`config.mk`:
```
export PLATFORM = sky130hd
export DESIGN_NAME = lpt_timing_gen
export DESIGN_NICKNAME = d
export VERILOG_FILES = /design/src/core/lpt_timing_gen.v
export VERILOG_INCLUDE_DIRS = /design/src /design/src/core
export SDC_FILE = /design/constraint.sdc
export NUM_CORES = 1
export LEC_CHECK = 0
export ABC_AREA = 1
export BUFFER_PORTS_ARGS = -buffer_cell sky130_fd_sc_hd__buf_2
export CORE_ASPECT_RATIO = 1.1
export CORE_UTILIZATION = 40
export DETAILED_ROUTE_END_ITERATION = 7
export GPL_TIMING_DRIVEN = 1
export PLACE_DENSITY = 0.63
export SYNTH_ARGS = -nofsm -noshare
export SYNTH_HDL_FRONTEND = slang
export SYNTH_SLANG_ARGS = --single-unit
```
`constraint.sdc`:
```
create_clock -name aclk -period 7.2 [get_ports aclk]
set_clock_uncertainty 0.2 [all_clocks]
set_input_delay 0.72 -clock aclk [delete_from_list [all_inputs] [get_ports aclk]]
set_output_delay 0.72 -clock aclk [all_outputs]
set_load 0.01 [all_outputs]
```
`src/core/lpt_consts.vh`:
```
// constants of the lcd panel timing generator: register byte addresses,
// field positions, reset values and enable/disable command bits.
// assumes the full 32-bit axi address reaches the block undecoded.
`ifndef LPT_CONSTS_VH
`define LPT_CONSTS_VH

// register byte addresses
`define LPT_ADDR_CLK_CFG 32'hf8038000
`define LPT_ADDR_SYNC_PULSE_WIDTHS 32'hf8038004
`define LPT_ADDR_VERTICAL_PORCHES 32'hf8038008
`define LPT_ADDR_HORIZONTAL_PORCHES 32'hf803800c
`define LPT_ADDR_ACTIVE_AREA_SIZE 32'hf8038010
`define LPT_ADDR_OUTPUT_SIGNAL_CONFIG 32'hf8038014
`define LPT_ADDR_CONTRAST_PWM_CONFIG 32'hf8038018
`define LPT_ADDR_UNIT_ENABLE 32'hf8038020
`define LPT_ADDR_UNIT_DISABLE 32'hf8038024
`define LPT_ADDR_UNIT_STATUS 32'hf8038028

// reset value of every read/write register
`define LPT_CFG_RESET 32'h00000000

// clock configuration fields
`define LPT_PIXCLK_EDGE_SELECT 0
`define LPT_PIXCLK_SOURCE_SELECT 2
`define LPT_PWM_SOURCE_SELECT 3
`define LPT_PIXCLK_DIVIDER 23:16

// sync widths, porches, active area
`define LPT_HSYNC_WIDTH 5:0
`define LPT_VSYNC_WIDTH 21:16
`define LPT_VERT_FRONT_PORCH 5:0
`define LPT_VERT_BACK_PORCH 21:16
`define LPT_HORIZ_FRONT_PORCH 7:0
`define LPT_HORIZ_BACK_PORCH 23:16
`define LPT_PIXELS_PER_LINE 10:0
`define LPT_ROWS_PER_FRAME 26:16

// output signal configuration fields
`define LPT_HSYNC_POLARITY 0
`define LPT_VSYNC_POLARITY 1
`define LPT_VSYNC_START_ALIGN 2
`define LPT_VSYNC_END_ALIGN 3
`define LPT_PANEL_POWER_POLARITY 4
`define LPT_ENABLE_A 6
`define LPT_PANEL_POWER_SYNC 7
`define LPT_OUT_MODE 9:8
`define LPT_VSYNC_SETUP 12
`define LPT_VSYNC_HOLD 13
`define LPT_POWER_GUARD_FRAMES 20:16

// output modes
`define LPT_OUT_WIDTH_12 2'h0
`define LPT_OUT_WIDTH_16 2'h1
`define LPT_OUT_WIDTH_18 2'h2
`define LPT_OUT_WIDTH_24 2'h3

// contrast pwm fields
`define LPT_PWM_PRESCALE 2:0
`define LPT_PWM_PRESCALE_MAX 3'h6
`define LPT_PWM_POLARITY 4
`define LPT_PWM_COMPARE 15:8

// enable / disable / status bits
`define LPT_PIXCLK_ON 0
`define LPT_SYNC_ON 1
`define LPT_PANEL_POWER_ON 2
`define LPT_PWM_ON 3
`define LPT_SYNC_RESTART 9

`endif

```
`src/core/lpt_timing_gen.v`:
```
// lcd panel timing generator: pixel clock divider, sync/porch timing engine,
// panel power sequencing with guard frames, enable_a and width, contrast pwm.
// assumes an axi4-lite master on aclk and pixel data from logic on aclk.
`timescale 1ns/1ps
`include "lpt_consts.vh"

module lpt_timing_gen (
  // clock and reset
  input wire aclk,
  input wire aresetn,
  // axi4-lite write address and data
  input wire [31:0] s_axi_awaddr,
  input wire [2:0] s_axi_awprot,
  input wire s_axi_awvalid,
  output wire s_axi_awready,
  input wire [31:0] s_axi_wdata,
  input wire [3:0] s_axi_wstrb,
  input wire s_axi_wvalid,
  output wire s_axi_wready,
  // axi4-lite write response
  output reg [1:0] s_axi_bresp,
  output reg s_axi_bvalid,
  input wire s_axi_bready,
  // axi4-lite read
  input wire [31:0] s_axi_araddr,
  input wire [2:0] s_axi_arprot,
  input wire s_axi_arvalid,
  output wire s_axi_arready,
  output reg [31:0] s_axi_rdata,
  output reg [1:0] s_axi_rresp,
  output reg s_axi_rvalid,
  input wire s_axi_rready,
  // pixel source on aclk
  input wire [23:0] pixel_in,
  output wire pixel_take,
  // panel pins
  output reg pixclk_out,
  output reg hsync_out,
  output reg vsync_out,
  output reg data_enable_out,
  output reg [23:0] pixel_out,
  output reg panel_power_out,
  output reg contrast_pwm_out
);

  // software registers
  reg [31:0] clk_cfg_r;
  reg [31:0] sync_pulse_widths_r;
  reg [31:0] vertical_porches_r;
  reg [31:0] horizontal_porches_r;
  reg [31:0] active_area_size_r;
  reg [31:0] output_signal_config_r;
  reg [31:0] contrast_pwm_config_r;
  // unit run state
  reg pixclk_run_r;
  reg sync_run_r;
  reg sync_stop_req_r;
  reg pwm_run_r;
  reg power_req_r;

  // byte-lane merge for partial writes
  function [31:0] merge;
    input [31:0] old;
    input [31:0] nw;
    input [3:0] strb;
    integer i;
    begin
      merge = old;
      for (i = 0; i < 4; i = i + 1) begin
        if (strb[i]) begin
          merge[i*8 +: 8] = nw[i*8 +: 8];
        end
      end
    end
  endfunction

  // address decode, shared by the write and read paths
  function mapped;
    input [31:0] a;
    begin
      mapped = (a == `LPT_ADDR_CLK_CFG) || (a == `LPT_ADDR_SYNC_PULSE_WIDTHS) ||
               (a == `LPT_ADDR_VERTICAL_PORCHES) || (a == `LPT_ADDR_HORIZONTAL_PORCHES) ||
               (a == `LPT_ADDR_ACTIVE_AREA_SIZE) || (a == `LPT_ADDR_OUTPUT_SIGNAL_CONFIG) ||
               (a == `LPT_ADDR_CONTRAST_PWM_CONFIG) || (a == `LPT_ADDR_UNIT_ENABLE) ||
               (a == `LPT_ADDR_UNIT_DISABLE) || (a == `LPT_ADDR_UNIT_STATUS);
    end
  endfunction

  // address and data are taken together once both are offered
  wire wr_take = s_axi_awvalid && s_axi_wvalid && !s_axi_bvalid;
  assign s_axi_awready = wr_take;
  assign s_axi_wready = wr_take;
  assign s_axi_arready = !s_axi_rvalid;
  wire rd_take = s_axi_arvalid && !s_axi_rvalid;

  // command strobes; enable acts only on ones in the low byte, disable on any strobed byte (restart is bit 9)
  wire wr_en_reg = wr_take && (s_axi_awaddr == `LPT_ADDR_UNIT_ENABLE) && s_axi_wstrb[0];
  wire wr_dis_reg = wr_take && (s_axi_awaddr == `LPT_ADDR_UNIT_DISABLE);
  wire [31:0] en_bits = wr_en_reg ? s_axi_wdata : 32'h00000000;
  wire [31:0] dis_bits = wr_dis_reg ? merge(32'h00000000, s_axi_wdata, s_axi_wstrb)
                                    : 32'h00000000;

  // field views
  wire [7:0] pixclk_divider = clk_cfg_r[`LPT_PIXCLK_DIVIDER];
  wire pixclk_edge_select = clk_cfg_r[`LPT_PIXCLK_EDGE_SELECT];
  wire [12:0] hsync_width = {7'h00, sync_pulse_widths_r[`LPT_HSYNC_WIDTH]};
  wire [12:0] vsync_width = {7'h00, sync_pulse_widths_r[`LPT_VSYNC_WIDTH]};
  wire [12:0] vert_front_porch = {7'h00, vertical_porches_r[`LPT_VERT_FRONT_PORCH]};
  wire [12:0] vert_back_porch = {7'h00, vertical_porches_r[`LPT_VERT_BACK_PORCH]};
  wire [12:0] horiz_front_porch = {5'h00, horizontal_porches_r[`LPT_HORIZ_FRONT_PORCH]};
  wire [12:0] horiz_back_porch = {5'h00, horizontal_porches_r[`LPT_HORIZ_BACK_PORCH]};
  wire [12:0] pixels_per_line = {2'h0, active_area_size_r[`LPT_PIXELS_PER_LINE]};
  wire [12:0] rows_per_frame = {2'h0, active_area_size_r[`LPT_ROWS_PER_FRAME]};
  wire [31:0] osc = output_signal_config_r;
  wire [4:0] power_guard_frames = osc[`LPT_POWER_GUARD_FRAMES];
  wire [2:0] pwm_prescale_raw = contrast_pwm_config_r[`LPT_PWM_PRESCALE];
  wire pwm_polarity = contrast_pwm_config_r[`LPT_PWM_POLARITY];
  wire [7:0] pwm_compare = contrast_pwm_config_r[`LPT_PWM_COMPARE];

  // register writes and unit enables
  always @(posedge aclk) begin
    if (!aresetn) begin
      clk_cfg_r <= `LPT_CFG_RESET;
      sync_pulse_widths_r <= `LPT_CFG_RESET;
      vertical_porches_r <= `LPT_CFG_RESET;
      horizontal_porches_r <= `LPT_CFG_RESET;
      active_area_size_r <= `LPT_CFG_RESET;
      output_signal_config_r <= `LPT_CFG_RESET;
      contrast_pwm_config_r <= `LPT_CFG_RESET;
      pixclk_run_r <= 1'b0;
      pwm_run_r <= 1'b0;
      power_req_r <= 1'b0;
    end else begin
      if (wr_take) begin
        case (s_axi_awaddr)
          `LPT_ADDR_CLK_CFG: clk_cfg_r <= merge(clk_cfg_r, s_axi_wdata, s_axi_wstrb);
          `LPT_ADDR_SYNC_PULSE_WIDTHS:
            sync_pulse_widths_r <= merge(sync_pulse_widths_r, s_axi_wdata, s_axi_wstrb);
          `LPT_ADDR_VERTICAL_PORCHES:
            vertical_porches_r <= merge(vertical_porches_r, s_axi_wdata, s_axi_wstrb);
          `LPT_ADDR_HORIZONTAL_PORCHES:
            horizontal_porches_r <= merge(horizontal_porches_r, s_axi_wdata, s_axi_wstrb);
          `LPT_ADDR_ACTIVE_AREA_SIZE:
            active_area_size_r <= merge(active_area_size_r, s_axi_wdata, s_axi_wstrb);
          `LPT_ADDR_OUTPUT_SIGNAL_CONFIG:
            output_signal_config_r <= merge(output_signal_config_r, s_axi_wdata, s_axi_wstrb);
          `LPT_ADDR_CONTRAST_PWM_CONFIG:
            contrast_pwm_config_r <= merge(contrast_pwm_config_r, s_axi_wdata, s_axi_wstrb);
          default: ;
        endcase
      end
      // an enable one wins over a disable in the same write burst order
      if (en_bits[`LPT_PIXCLK_ON]) begin
        pixclk_run_r <= 1'b1;
      end else if (dis_bits[`LPT_PIXCLK_ON]) begin
        pixclk_run_r <= 1'b0;
      end
      if (en_bits[`LPT_PWM_ON]) begin
        pwm_run_r <= 1'b1;
      end else if (dis_bits[`LPT_PWM_ON]) begin
        pwm_run_r <= 1'b0;
      end
      if (en_bits[`LPT_PANEL_POWER_ON]) begin
        power_req_r <= 1'b1;
      end else if (dis_bits[`LPT_PANEL_POWER_ON]) begin
        power_req_r <= 1'b0;
      end
    end
  end

  // pixel clock divider: period is divider plus two aclk cycles
  reg [8:0] div_cnt_r;
  wire [8:0] div_last = {1'b0, pixclk_divider} + 9'h001;
  wire [8:0] div_half = ({1'b0, pixclk_divider} + 9'h002) >> 1;
  wire rise_tick = pixclk_run_r && (div_cnt_r == div_last);
  wire fall_tick = pixclk_run_r && (div_cnt_r == div_half - 9'h001);
  // launch edge chosen by the edge select bit
  wire launch = pixclk_edge_select ? fall_tick : rise_tick;
  always @(posedge aclk) begin
    if (!aresetn) begin
      div_cnt_r <= 9'h000;
      pixclk_out <= 1'b0;
    end else if (!pixclk_run_r) begin
      div_cnt_r <= 9'h000;
      pixclk_out <= 1'b0;
    end else begin
      div_cnt_r <= rise_tick ? 9'h000 : div_cnt_r + 9'h001;
      if (rise_tick) begin
        pixclk_out <= 1'b1;
      end else if (fall_tick) begin
        pixclk_out <= 1'b0;
      end
    end
  end

  // line and frame geometry
  wire [12:0] h_bp_start = hsync_width + 13'h0001;
  wire [12:0] h_act_start = h_bp_start + horiz_back_porch + 13'h0001;
  wire [12:0] h_fp_start = h_act_start + pixels_per_line + 13'h0001;
  wire [12:0] h_last = h_fp_start + horiz_front_porch;
  wire [12:0] v_bp_start = vsync_width + 13'h0001;
  wire [12:0] v_act_start = v_bp_start + vert_back_porch;
  wire [12:0] v_fp_start = v_act_start + rows_per_frame + 13'h0001;
  wire [12:0] v_last = v_fp_start + vert_front_porch;

  reg [12:0] hpos_r;
  reg [12:0] vpos_r;
  // at-or-past compare: a geometry shrunk mid-frame cannot run the counters away
  wire line_end = (hpos_r >= h_last);
  wire frame_end = line_end && (vpos_r >= v_last);
  wire timing_adv = launch && sync_run_r;

  // engine counters; a stop request is honoured only at the end of a frame
  always @(posedge aclk) begin
    if (!aresetn) begin
      hpos_r <= 13'h0000;
      vpos_r <= 13'h0000;
      sync_run_r <= 1'b0;
      sync_stop_req_r <= 1'b0;
    end else begin
      if (en_bits[`LPT_SYNC_ON]) begin
        sync_run_r <= 1'b1;
        sync_stop_req_r <= 1'b0;
      end else if (dis_bits[`LPT_SYNC_ON]) begin
        sync_stop_req_r <= sync_run_r;
      end else if (timing_adv && frame_end && sync_stop_req_r) begin
        sync_run_r <= 1'b0;
        sync_stop_req_r <= 1'b0;
      end
      if (!sync_run_r || dis_bits[`LPT_SYNC_RESTART]) begin
        hpos_r <= 13'h0000;
        vpos_r <= 13'h0000;
      end else if (timing_adv) begin
        hpos_r <= line_end ? 13'h0000 : hpos_r + 13'h0001;
        if (line_end) begin
          vpos_r <= frame_end ? 13'h0000 : vpos_r + 13'h0001;
        end
      end
    end
  end

  // vsync window: start/end points on the line, shifted by setup and hold
  wire [12:0] vs_start_pt = osc[`LPT_VSYNC_START_ALIGN] ? 13'h0000 : h_bp_start;
  wire [12:0] vs_end_pt = osc[`LPT_VSYNC_END_ALIGN] ? 13'h0000 : h_bp_start;
  wire vs_setup = osc[`LPT_VSYNC_SETUP];
  wire [12:0] vs_s = (vs_setup && vs_start_pt != 13'h0000) ? vs_start_pt - 13'h0001
                                                          : vs_start_pt;
  wire [12:0] vs_e = vs_end_pt + {12'h000, osc[`LPT_VSYNC_HOLD]};
  // setup wraps to the last pixel of the previous frame when aligned to line start
  wire vs_wrap = vs_setup && (vs_start_pt == 13'h0000) && frame_end;
  wire vs_raw = ((vpos_r < v_bp_start) && (vpos_r != 13'h0000 || hpos_r >= vs_s)) ||
                ((vpos_r == v_bp_start) && (hpos_r < vs_e)) || vs_wrap;
  wire hs_raw = (hpos_r <= hsync_width);
  wire de_raw = (hpos_r >= h_act_start) && (hpos_r < h_fp_start) &&
                (vpos_r >= v_act_start) && (vpos_r < v_fp_start);
  // a pixel is pulled from the source in the cycle it is launched
  assign pixel_take = timing_adv && de_raw;

  // 2x2 ordered threshold, scaled into the bits the output mode drops
  wire [1:0] dith_idx = {vpos_r[0], hpos_r[0]};
  wire [1:0] bayer = {dith_idx[0] ^ dith_idx[1], dith_idx[1]};
  function [7:0] reduce;
    input [7:0] c;
    input [3:0] keep;
    input [1:0] thr;
    input dith_on;
    reg [8:0] sum;
    reg [7:0] mask;
    begin
      sum = {1'b0, c};
      mask = 8'hff << (4'h8 - keep);
      if (dith_on && keep < 4'h8) begin
        sum = sum + ((({7'h00, thr}) << (4'h8 - keep)) >> 2);
      end
      if (sum[8]) begin
        sum = 9'h0ff; // saturate so white never wraps to black
      end
      reduce = sum[7:0] & mask;
    end
  endfunction

  // bits kept per channel for each output mode, red-green-blue
  reg [3:0] keep_r_ch;
  reg [3:0] keep_g_ch;
  reg [3:0] keep_b_ch;
  always @* begin
    case (osc[`LPT_OUT_MODE])
      `LPT_OUT_WIDTH_12: begin
        keep_r_ch = 4'h4;
        keep_g_ch = 4'h4;
        keep_b_ch = 4'h4;
      end
      `LPT_OUT_WIDTH_16: begin
        keep_r_ch = 4'h5;
        keep_g_ch = 4'h6;
        keep_b_ch = 4'h5;
      end
      `LPT_OUT_WIDTH_18: begin
        keep_r_ch = 4'h6;
        keep_g_ch = 4'h6;
        keep_b_ch = 4'h6;
      end
      default: begin
        keep_r_ch = 4'h8;
        keep_g_ch = 4'h8;
        keep_b_ch = 4'h8;
      end
    endcase
  end

  // power sequencing states
  localparam PW_OFF = 2'h0;
  localparam PW_WAIT_ON = 2'h1;
  localparam PW_ON = 2'h2;
  localparam PW_WAIT_OFF = 2'h3;
  reg [1:0] pw_state_r;
  reg [4:0] guard_cnt_r;
  wire frame_done = timing_adv && frame_end;
  // second hsync edge is taken at the launch of the pulse's last pixel, one launch before the pulse ends
  wire hs_second_edge = timing_adv && (hpos_r == hsync_width);
  wire power_ok = osc[`LPT_PANEL_POWER_SYNC] || hs_second_edge;
  always @(posedge aclk) begin
    if (!aresetn) begin
      pw_state_r <= PW_OFF;
      guard_cnt_r <= 5'h00;
    end else begin
      case (pw_state_r)
        PW_OFF: begin
          guard_cnt_r <= 5'h00;
          if (power_req_r) begin
            pw_state_r <= PW_WAIT_ON;
          end
        end
        PW_WAIT_ON: begin
          if (!power_req_r) begin
            pw_state_r <= PW_OFF;
          end else if (guard_cnt_r >= power_guard_frames && sync_run_r && power_ok) begin
            pw_state_r <= PW_ON;
          end else if (frame_done && guard_cnt_r < power_guard_frames) begin
            guard_cnt_r <= guard_cnt_r + 5'h01;
          end
        end
        PW_ON: begin
          guard_cnt_r <= 5'h00;
          if (!power_req_r) begin
            pw_state_r <= PW_WAIT_OFF;
          end
        end
        default: begin
          // guard frames after removal; a stopped engine cannot count them
          if (guard_cnt_r >= power_guard_frames || !sync_run_r) begin
            pw_state_r <= PW_OFF;
          end else if (frame_done) begin
            guard_cnt_r <= guard_cnt_r + 5'h01;
          end
        end
      endcase
    end
  end

  // sync, enable and pixel outputs launched on the selected pixel clock edge; panel power updated every aclk
  always @(posedge aclk) begin
    if (!aresetn) begin
      hsync_out <= 1'b0;
      vsync_out <= 1'b0;
      data_enable_out <= 1'b0;
      pixel_out <= 24'h000000;
      panel_power_out <= 1'b0;
    end else begin
      panel_power_out <= (pw_state_r == PW_ON) ^ osc[`LPT_PANEL_POWER_POLARITY];
      if (!sync_run_r) begin
        hsync_out <= osc[`LPT_HSYNC_POLARITY];
        vsync_out <= osc[`LPT_VSYNC_POLARITY];
        data_enable_out <= 1'b0;
      end else if (launch) begin
        hsync_out <= hs_raw ^ osc[`LPT_HSYNC_POLARITY];
        vsync_out <= vs_raw ^ osc[`LPT_VSYNC_POLARITY];
        data_enable_out <= de_raw;
        if (de_raw) begin
          pixel_out <= {reduce(pixel_in[23:16], keep_r_ch, bayer, osc[`LPT_ENABLE_A]),
                        reduce(pixel_in[15:8], keep_g_ch, bayer, osc[`LPT_ENABLE_A]),
                        reduce(pixel_in[7:0], keep_b_ch, bayer, osc[`LPT_ENABLE_A])};
        end else begin
          pixel_out <= 24'h000000;
        end
      end
    end
  end

  // contrast pwm: free prescaler, 8-bit wrapping counter
  reg [5:0] pre_cnt_r;
  reg [7:0] pwm_cnt_r;
  wire [2:0] pwm_prescale = (pwm_prescale_raw > `LPT_PWM_PRESCALE_MAX) ?
                            `LPT_PWM_PRESCALE_MAX : pwm_prescale_raw;
  wire [5:0] pre_mask = ~(6'h3f << pwm_prescale);
  wire pwm_step = ((pre_cnt_r & pre_mask) == pre_mask);
  always @(posedge aclk) begin
    if (!aresetn) begin
      pre_cnt_r <= 6'h00;
      pwm_cnt_r <= 8'h00;
      contrast_pwm_out <= 1'b0;
    end else if (!pwm_run_r) begin
      pre_cnt_r <= 6'h00;
      pwm_cnt_r <= 8'h00;
      contrast_pwm_out <= !pwm_polarity; // idle at the inactive level
    end else begin
      pre_cnt_r <= pre_cnt_r + 6'h01;
      if (pwm_step) begin
        pwm_cnt_r <= pwm_cnt_r + 8'h01;
      end
      contrast_pwm_out <= (pwm_cnt_r < pwm_compare) ~^ pwm_polarity;
    end
  end

  // status view of the running units
  wire [31:0] status_word = {27'h0000000, 1'b0, pwm_run_r, (pw_state_r == PW_ON),
                             sync_run_r, pixclk_run_r};

  // write response: okay for mapped addresses, slverr otherwise
  always @(posedge aclk) begin
    if (!aresetn) begin
      s_axi_bvalid <= 1'b0;
      s_axi_bresp <= 2'h0;
    end else if (wr_take) begin
      s_axi_bvalid <= 1'b1;
      s_axi_bresp <= mapped(s_axi_awaddr) ? 2'h0 : 2'h2;
    end else if (s_axi_bready) begin
      s_axi_bvalid <= 1'b0;
    end
  end

  // read data; write-only registers read as zero
  always @(posedge aclk) begin
    if (!aresetn) begin
      s_axi_rvalid <= 1'b0;
      s_axi_rdata <= 32'h00000000;
      s_axi_rresp <= 2'h0;
    end else if (rd_take) begin
      s_axi_rvalid <= 1'b1;
      s_axi_rresp <= mapped(s_axi_araddr) ? 2'h0 : 2'h2;
      case (s_axi_araddr)
        `LPT_ADDR_CLK_CFG: s_axi_rdata <= clk_cfg_r;
        `LPT_ADDR_SYNC_PULSE_WIDTHS: s_axi_rdata <= sync_pulse_widths_r;
        `LPT_ADDR_VERTICAL_PORCHES: s_axi_rdata <= vertical_porches_r;
        `LPT_ADDR_HORIZONTAL_PORCHES: s_axi_rdata <= horizontal_porches_r;
        `LPT_ADDR_ACTIVE_AREA_SIZE: s_axi_rdata <= active_area_size_r;
        `LPT_ADDR_OUTPUT_SIGNAL_CONFIG: s_axi_rdata <= output_signal_config_r;
        `LPT_ADDR_CONTRAST_PWM_CONFIG: s_axi_rdata <= contrast_pwm_config_r;
        `LPT_ADDR_UNIT_STATUS: s_axi_rdata <= status_word;
        default: s_axi_rdata <= 32'h00000000;
      endcase
    end else if (s_axi_rready) begin
      s_axi_rvalid <= 1'b0;
    end
  end

endmodule // lpt_timing_gen

```
==> metrics <==
outcome completed; top cell type by total area after synthesis sky130_fd_sc_hd__dfxtp_1; initial antenna violation count 0; number of flops mapped to enable cells by yosys 0; Sink Count approximately 350; met3 Use GR 3.049%; Post-DRT Antenna Nets 0; Slew Limit Fails 0; Final Instance Area 25,250 um2; Mapped Cells 3,149; via count of the first global-routing pass 19,800; effective utilization at floorplan 40.60%; Worst Setup Start Kind flop; kind of critical path flop to primary output; layout overhead on the synthesized area 12.94%; average size of a mapped cell 7.100 um2; number of port buffers 200; Design Power just over 4 mW; shortest period the worst path allows 6.604 ns; routed via count divided by cell count 5.314; RSZ-0062 raised after global routing no; most instantiated flip-flop cell in the synthesis netlist sky130_fd_sc_hd__dfxtp_1; Detailed Routing Iterations Pass 1 6; grt met2 use 39.47%; share of synthesized area occupied by flip-flops and latches 31.43%; number of DRC markers after the initial detailed-route iteration around 1,800; synthesized flop and latch total 351; DR WL/cell 17.21 um; total number of yosys warnings 0; multi-input logic area 13,260 um2; proportion of netlist area held by the largest area contributor 31.43%; die area 56,840 um2; Static Leak 10.85 nW; worst-skew pair later-pin latency 0.57 ns; HPWL after detailed placement about 52 mm; slew at the pin with the worst max-slew slack approximately 1.1 ns; met1 GRT Util 33.25%; CTS HTree Levels 2; VDD IR-drop max 0.0001976 V; Num CTS Buffers 41; cell area reported after detailed placement 23,940 um2; setup TNS 0 ns; count of endpoints failing setup in the final report 0; number of buffers added for setup after CTS 0; Max clock buf depth 3; global-route usage over all layers around a quarter; wirelength, routed 69.99 mm; Slew headroom approximately 28%; clock edge transition at the registers on the reported setup and hold paths 0.06 ns; number of cell rows 90; sequential cell area 7027 um2; area inside the core boundary 55,070 um2; largest net degree at the start of global routing 76; count of pins on the block boundary 209; Synth Cell Area roughly 22,000 um2; wire length of the first global-routing pass about 110 mm; Max Cap Violations 0; fraction of final layout cells sized beyond drive strength 1 10.72%; GP Congestion 0.9246; Setup WS pre-CTS 0.6654 ns; fill cell total of the finished layout 5,663; Synth area leaders sky130_fd_sc_hd__dfxtp_1 31%, sky130_fd_sc_hd__ha_1 11%, sky130_fd_sc_hd__a21oi_1 7.9%; root buf cell sky130_fd_sc_hd__clkbuf_16; type of the most critical hold path primary input to flop; Power Density 164.6 nW/um2; slack of the critical path 0.5963 ns; detailed-route via count 21,620; Max Clk Rate 151.4 MHz; proportion of synthesized flip-flops having asynchronous set or reset 0%; count of endpoints failing hold in the final timing report 0; net count of the finished layout around 3,600; height of the die 250.0 um; Worst Path Max Fanout 4; CP arrival about 5.7 ns; period utilisation layout 91.72%; Distinct cells, synth 62; worst hold slack a little over 0.2 ns; routing layer with the top usage in global route met2; grt ovf 0; Critical Path RT 6.28 ns; CTS tree done; final routed DRC violation total 0; die width 227.4 um; Crit. End Element primary output
[cells in the final DEF, fill, tap and decap left out, drive strengths merged, types with 8 or more instances in the layout]
master	instances
inv	430
clkbuf	56
a21oi	359
ha	201
xnor2	26
o22ai	46
a22oi	19
nand4	54
fa	9
nor2	339
o21a	8
nor4	20
nand2	432
nand3	189
clkinv	12
nand3b	8
a311oi	8
nor3	48
dfxtp	351
o211ai	12
a31oi	19
a211oi	70
xor2	66
buf	217
o21ai	268
[cells by family (layout without fill, tap and decap cells)]
group	count (synthesis)	count (layout)	share of synthesized area, %
other cells	2	8	0.03359
fa+ha+maj	210	210	12.06
compound gates	843	843	21.19
xor+xnor	93	93	3.705
buf+inv	540	717	9.458
flops	351	351	31.43
simple gates	1110	1110	22.12
[through the flow]
| stage | instances | utilization (%) |
|---|---|---|
| 2_1_floorplan | 3153 | - |
| 3_3_place_gp | 3995 | 43.48 |
| 3_5_place_dp | 3995 | 43.48 |
| 4_1_cts | 4066 | 45.83 |
| 5_1_grt | 4066 | 45.84 |
| 6_report | 4068 | 45.85 |
[state kept, by name (all words and copies together) (netlist names), 2 cells and up]
name / cells
guard_cnt_r: 5
clk_cfg_r: 32
pre_cnt_r: 6
pwm_cnt_r: 8
vpos_r: 13
div_cnt_r: 9
vertical_porches_r: 32
hpos_r: 13
sync_pulse_widths_r: 32
s_axi_rdata: 32
pw_state_r: 2
active_area_size_r: 32
pixel_out: 24
horizontal_porches_r: 32
osc: 32
contrast_pwm_config_r: 32
[synth_stat cells (all sizes together) (3+ instances only)]
library cell / number
nor3b: 6
ha: 201
nand4: 54
nor3: 48
a21o: 4
nand2: 432
clkinv: 4
xor2: 66
dfxtp: 351
a22oi: 19
o2111ai: 5
nand3: 189
clkbuf: 60
o21a: 8
a21oi: 359
o221ai: 4
buf: 51
o21ai: 268
fa: 9
a211oi: 70
inv: 425
nor2: 339
nor4: 20
nand3b: 8
and3: 3
o21bai: 7
a311oi: 8
o211ai: 12
a31oi: 19
xnor2: 26
o311ai: 4
o22ai: 46
or2: 7
[timing repair]
item,in CTS,in global routing
resized for setup,0,1
hold buffers,0,0
endpoints found under the hold margin,0,0
setup endpoints to repair,0,1
[cell type report]
cell class,instances,share of cell area (%)
Multi-Input combinational cell,2262,52.50
Sequential cell,351,27.83
Inverter,429,6.388
Clock buffer,56,4.643
Timing Repair Buffer,217,4.480
Tap cell,736,3.647
Clock inverter,15,0.4955
Antenna cell,2,0.01982
[routing by layer]
layer	wire [um]	share of wire (%)	vias up
met5	0	0	-
met4	1868	2.7	0
met3	3907	5.6	102
met2	32090	46	612
met1	32130	46	9888
li1	-	-	11010
[final timing paths]
path | from | to | slack (ns) | depth (start not counted)
setup / recovery | sync_pulse_widths_r[17] | pixel_take | 0.60 | 23
hold / removal | s_axi_bready | s_axi_bvalid | 0.20 | 4
setup reg to reg | sync_pulse_widths_r[0] | guard_cnt_r[0] | 0.64 | 33
hold reg to reg | clk_cfg_r[9] | clk_cfg_r[9] | 0.26 | 2
[critical path, stage by stage, from the launching register on]
cell                      delay (ns)
sky130_fd_sc_hd__dfxtp_1        0.42
sky130_fd_sc_hd__ha_1           0.25
sky130_fd_sc_hd__xor2_1         0.11
sky130_fd_sc_hd__ha_1           0.36
sky130_fd_sc_hd__nand3_1        0.08
sky130_fd_sc_hd__and2_1         0.18
sky130_fd_sc_hd__inv_1          0.05
sky130_fd_sc_hd__nand2_1        0.04
sky130_fd_sc_hd__o21ai_0        0.27
sky130_fd_sc_hd__xor2_1         0.23
sky130_fd_sc_hd__inv_1          0.07
sky130_fd_sc_hd__ha_1           0.34
sky130_fd_sc_hd__nand2_1        0.08
sky130_fd_sc_hd__o21ai_0        0.18
sky130_fd_sc_hd__a21oi_1        0.09
sky130_fd_sc_hd__o21ai_0        0.27
sky130_fd_sc_hd__nand3_1        0.13
sky130_fd_sc_hd__xor2_1         0.36
sky130_fd_sc_hd__ha_1           0.33
sky130_fd_sc_hd__a21oi_1        0.33
sky130_fd_sc_hd__o221a_2        0.26
sky130_fd_sc_hd__nand3_1        0.11
sky130_fd_sc_hd__nor4_2         0.36
sky130_fd_sc_hd__buf_2          0.20
[power breakdown]
part | internal, mW | leakage (nW) | switching, mW | total [mW]
Sequential | 1.94 | 2.83 | 0.00103 | 1.94
Combinational | 0.0498 | 7.38 | 0.110 | 0.160
Clock | 1.18 | 0.645 | 0.873 | 2.05
Power figures use the tool's default switching activity.
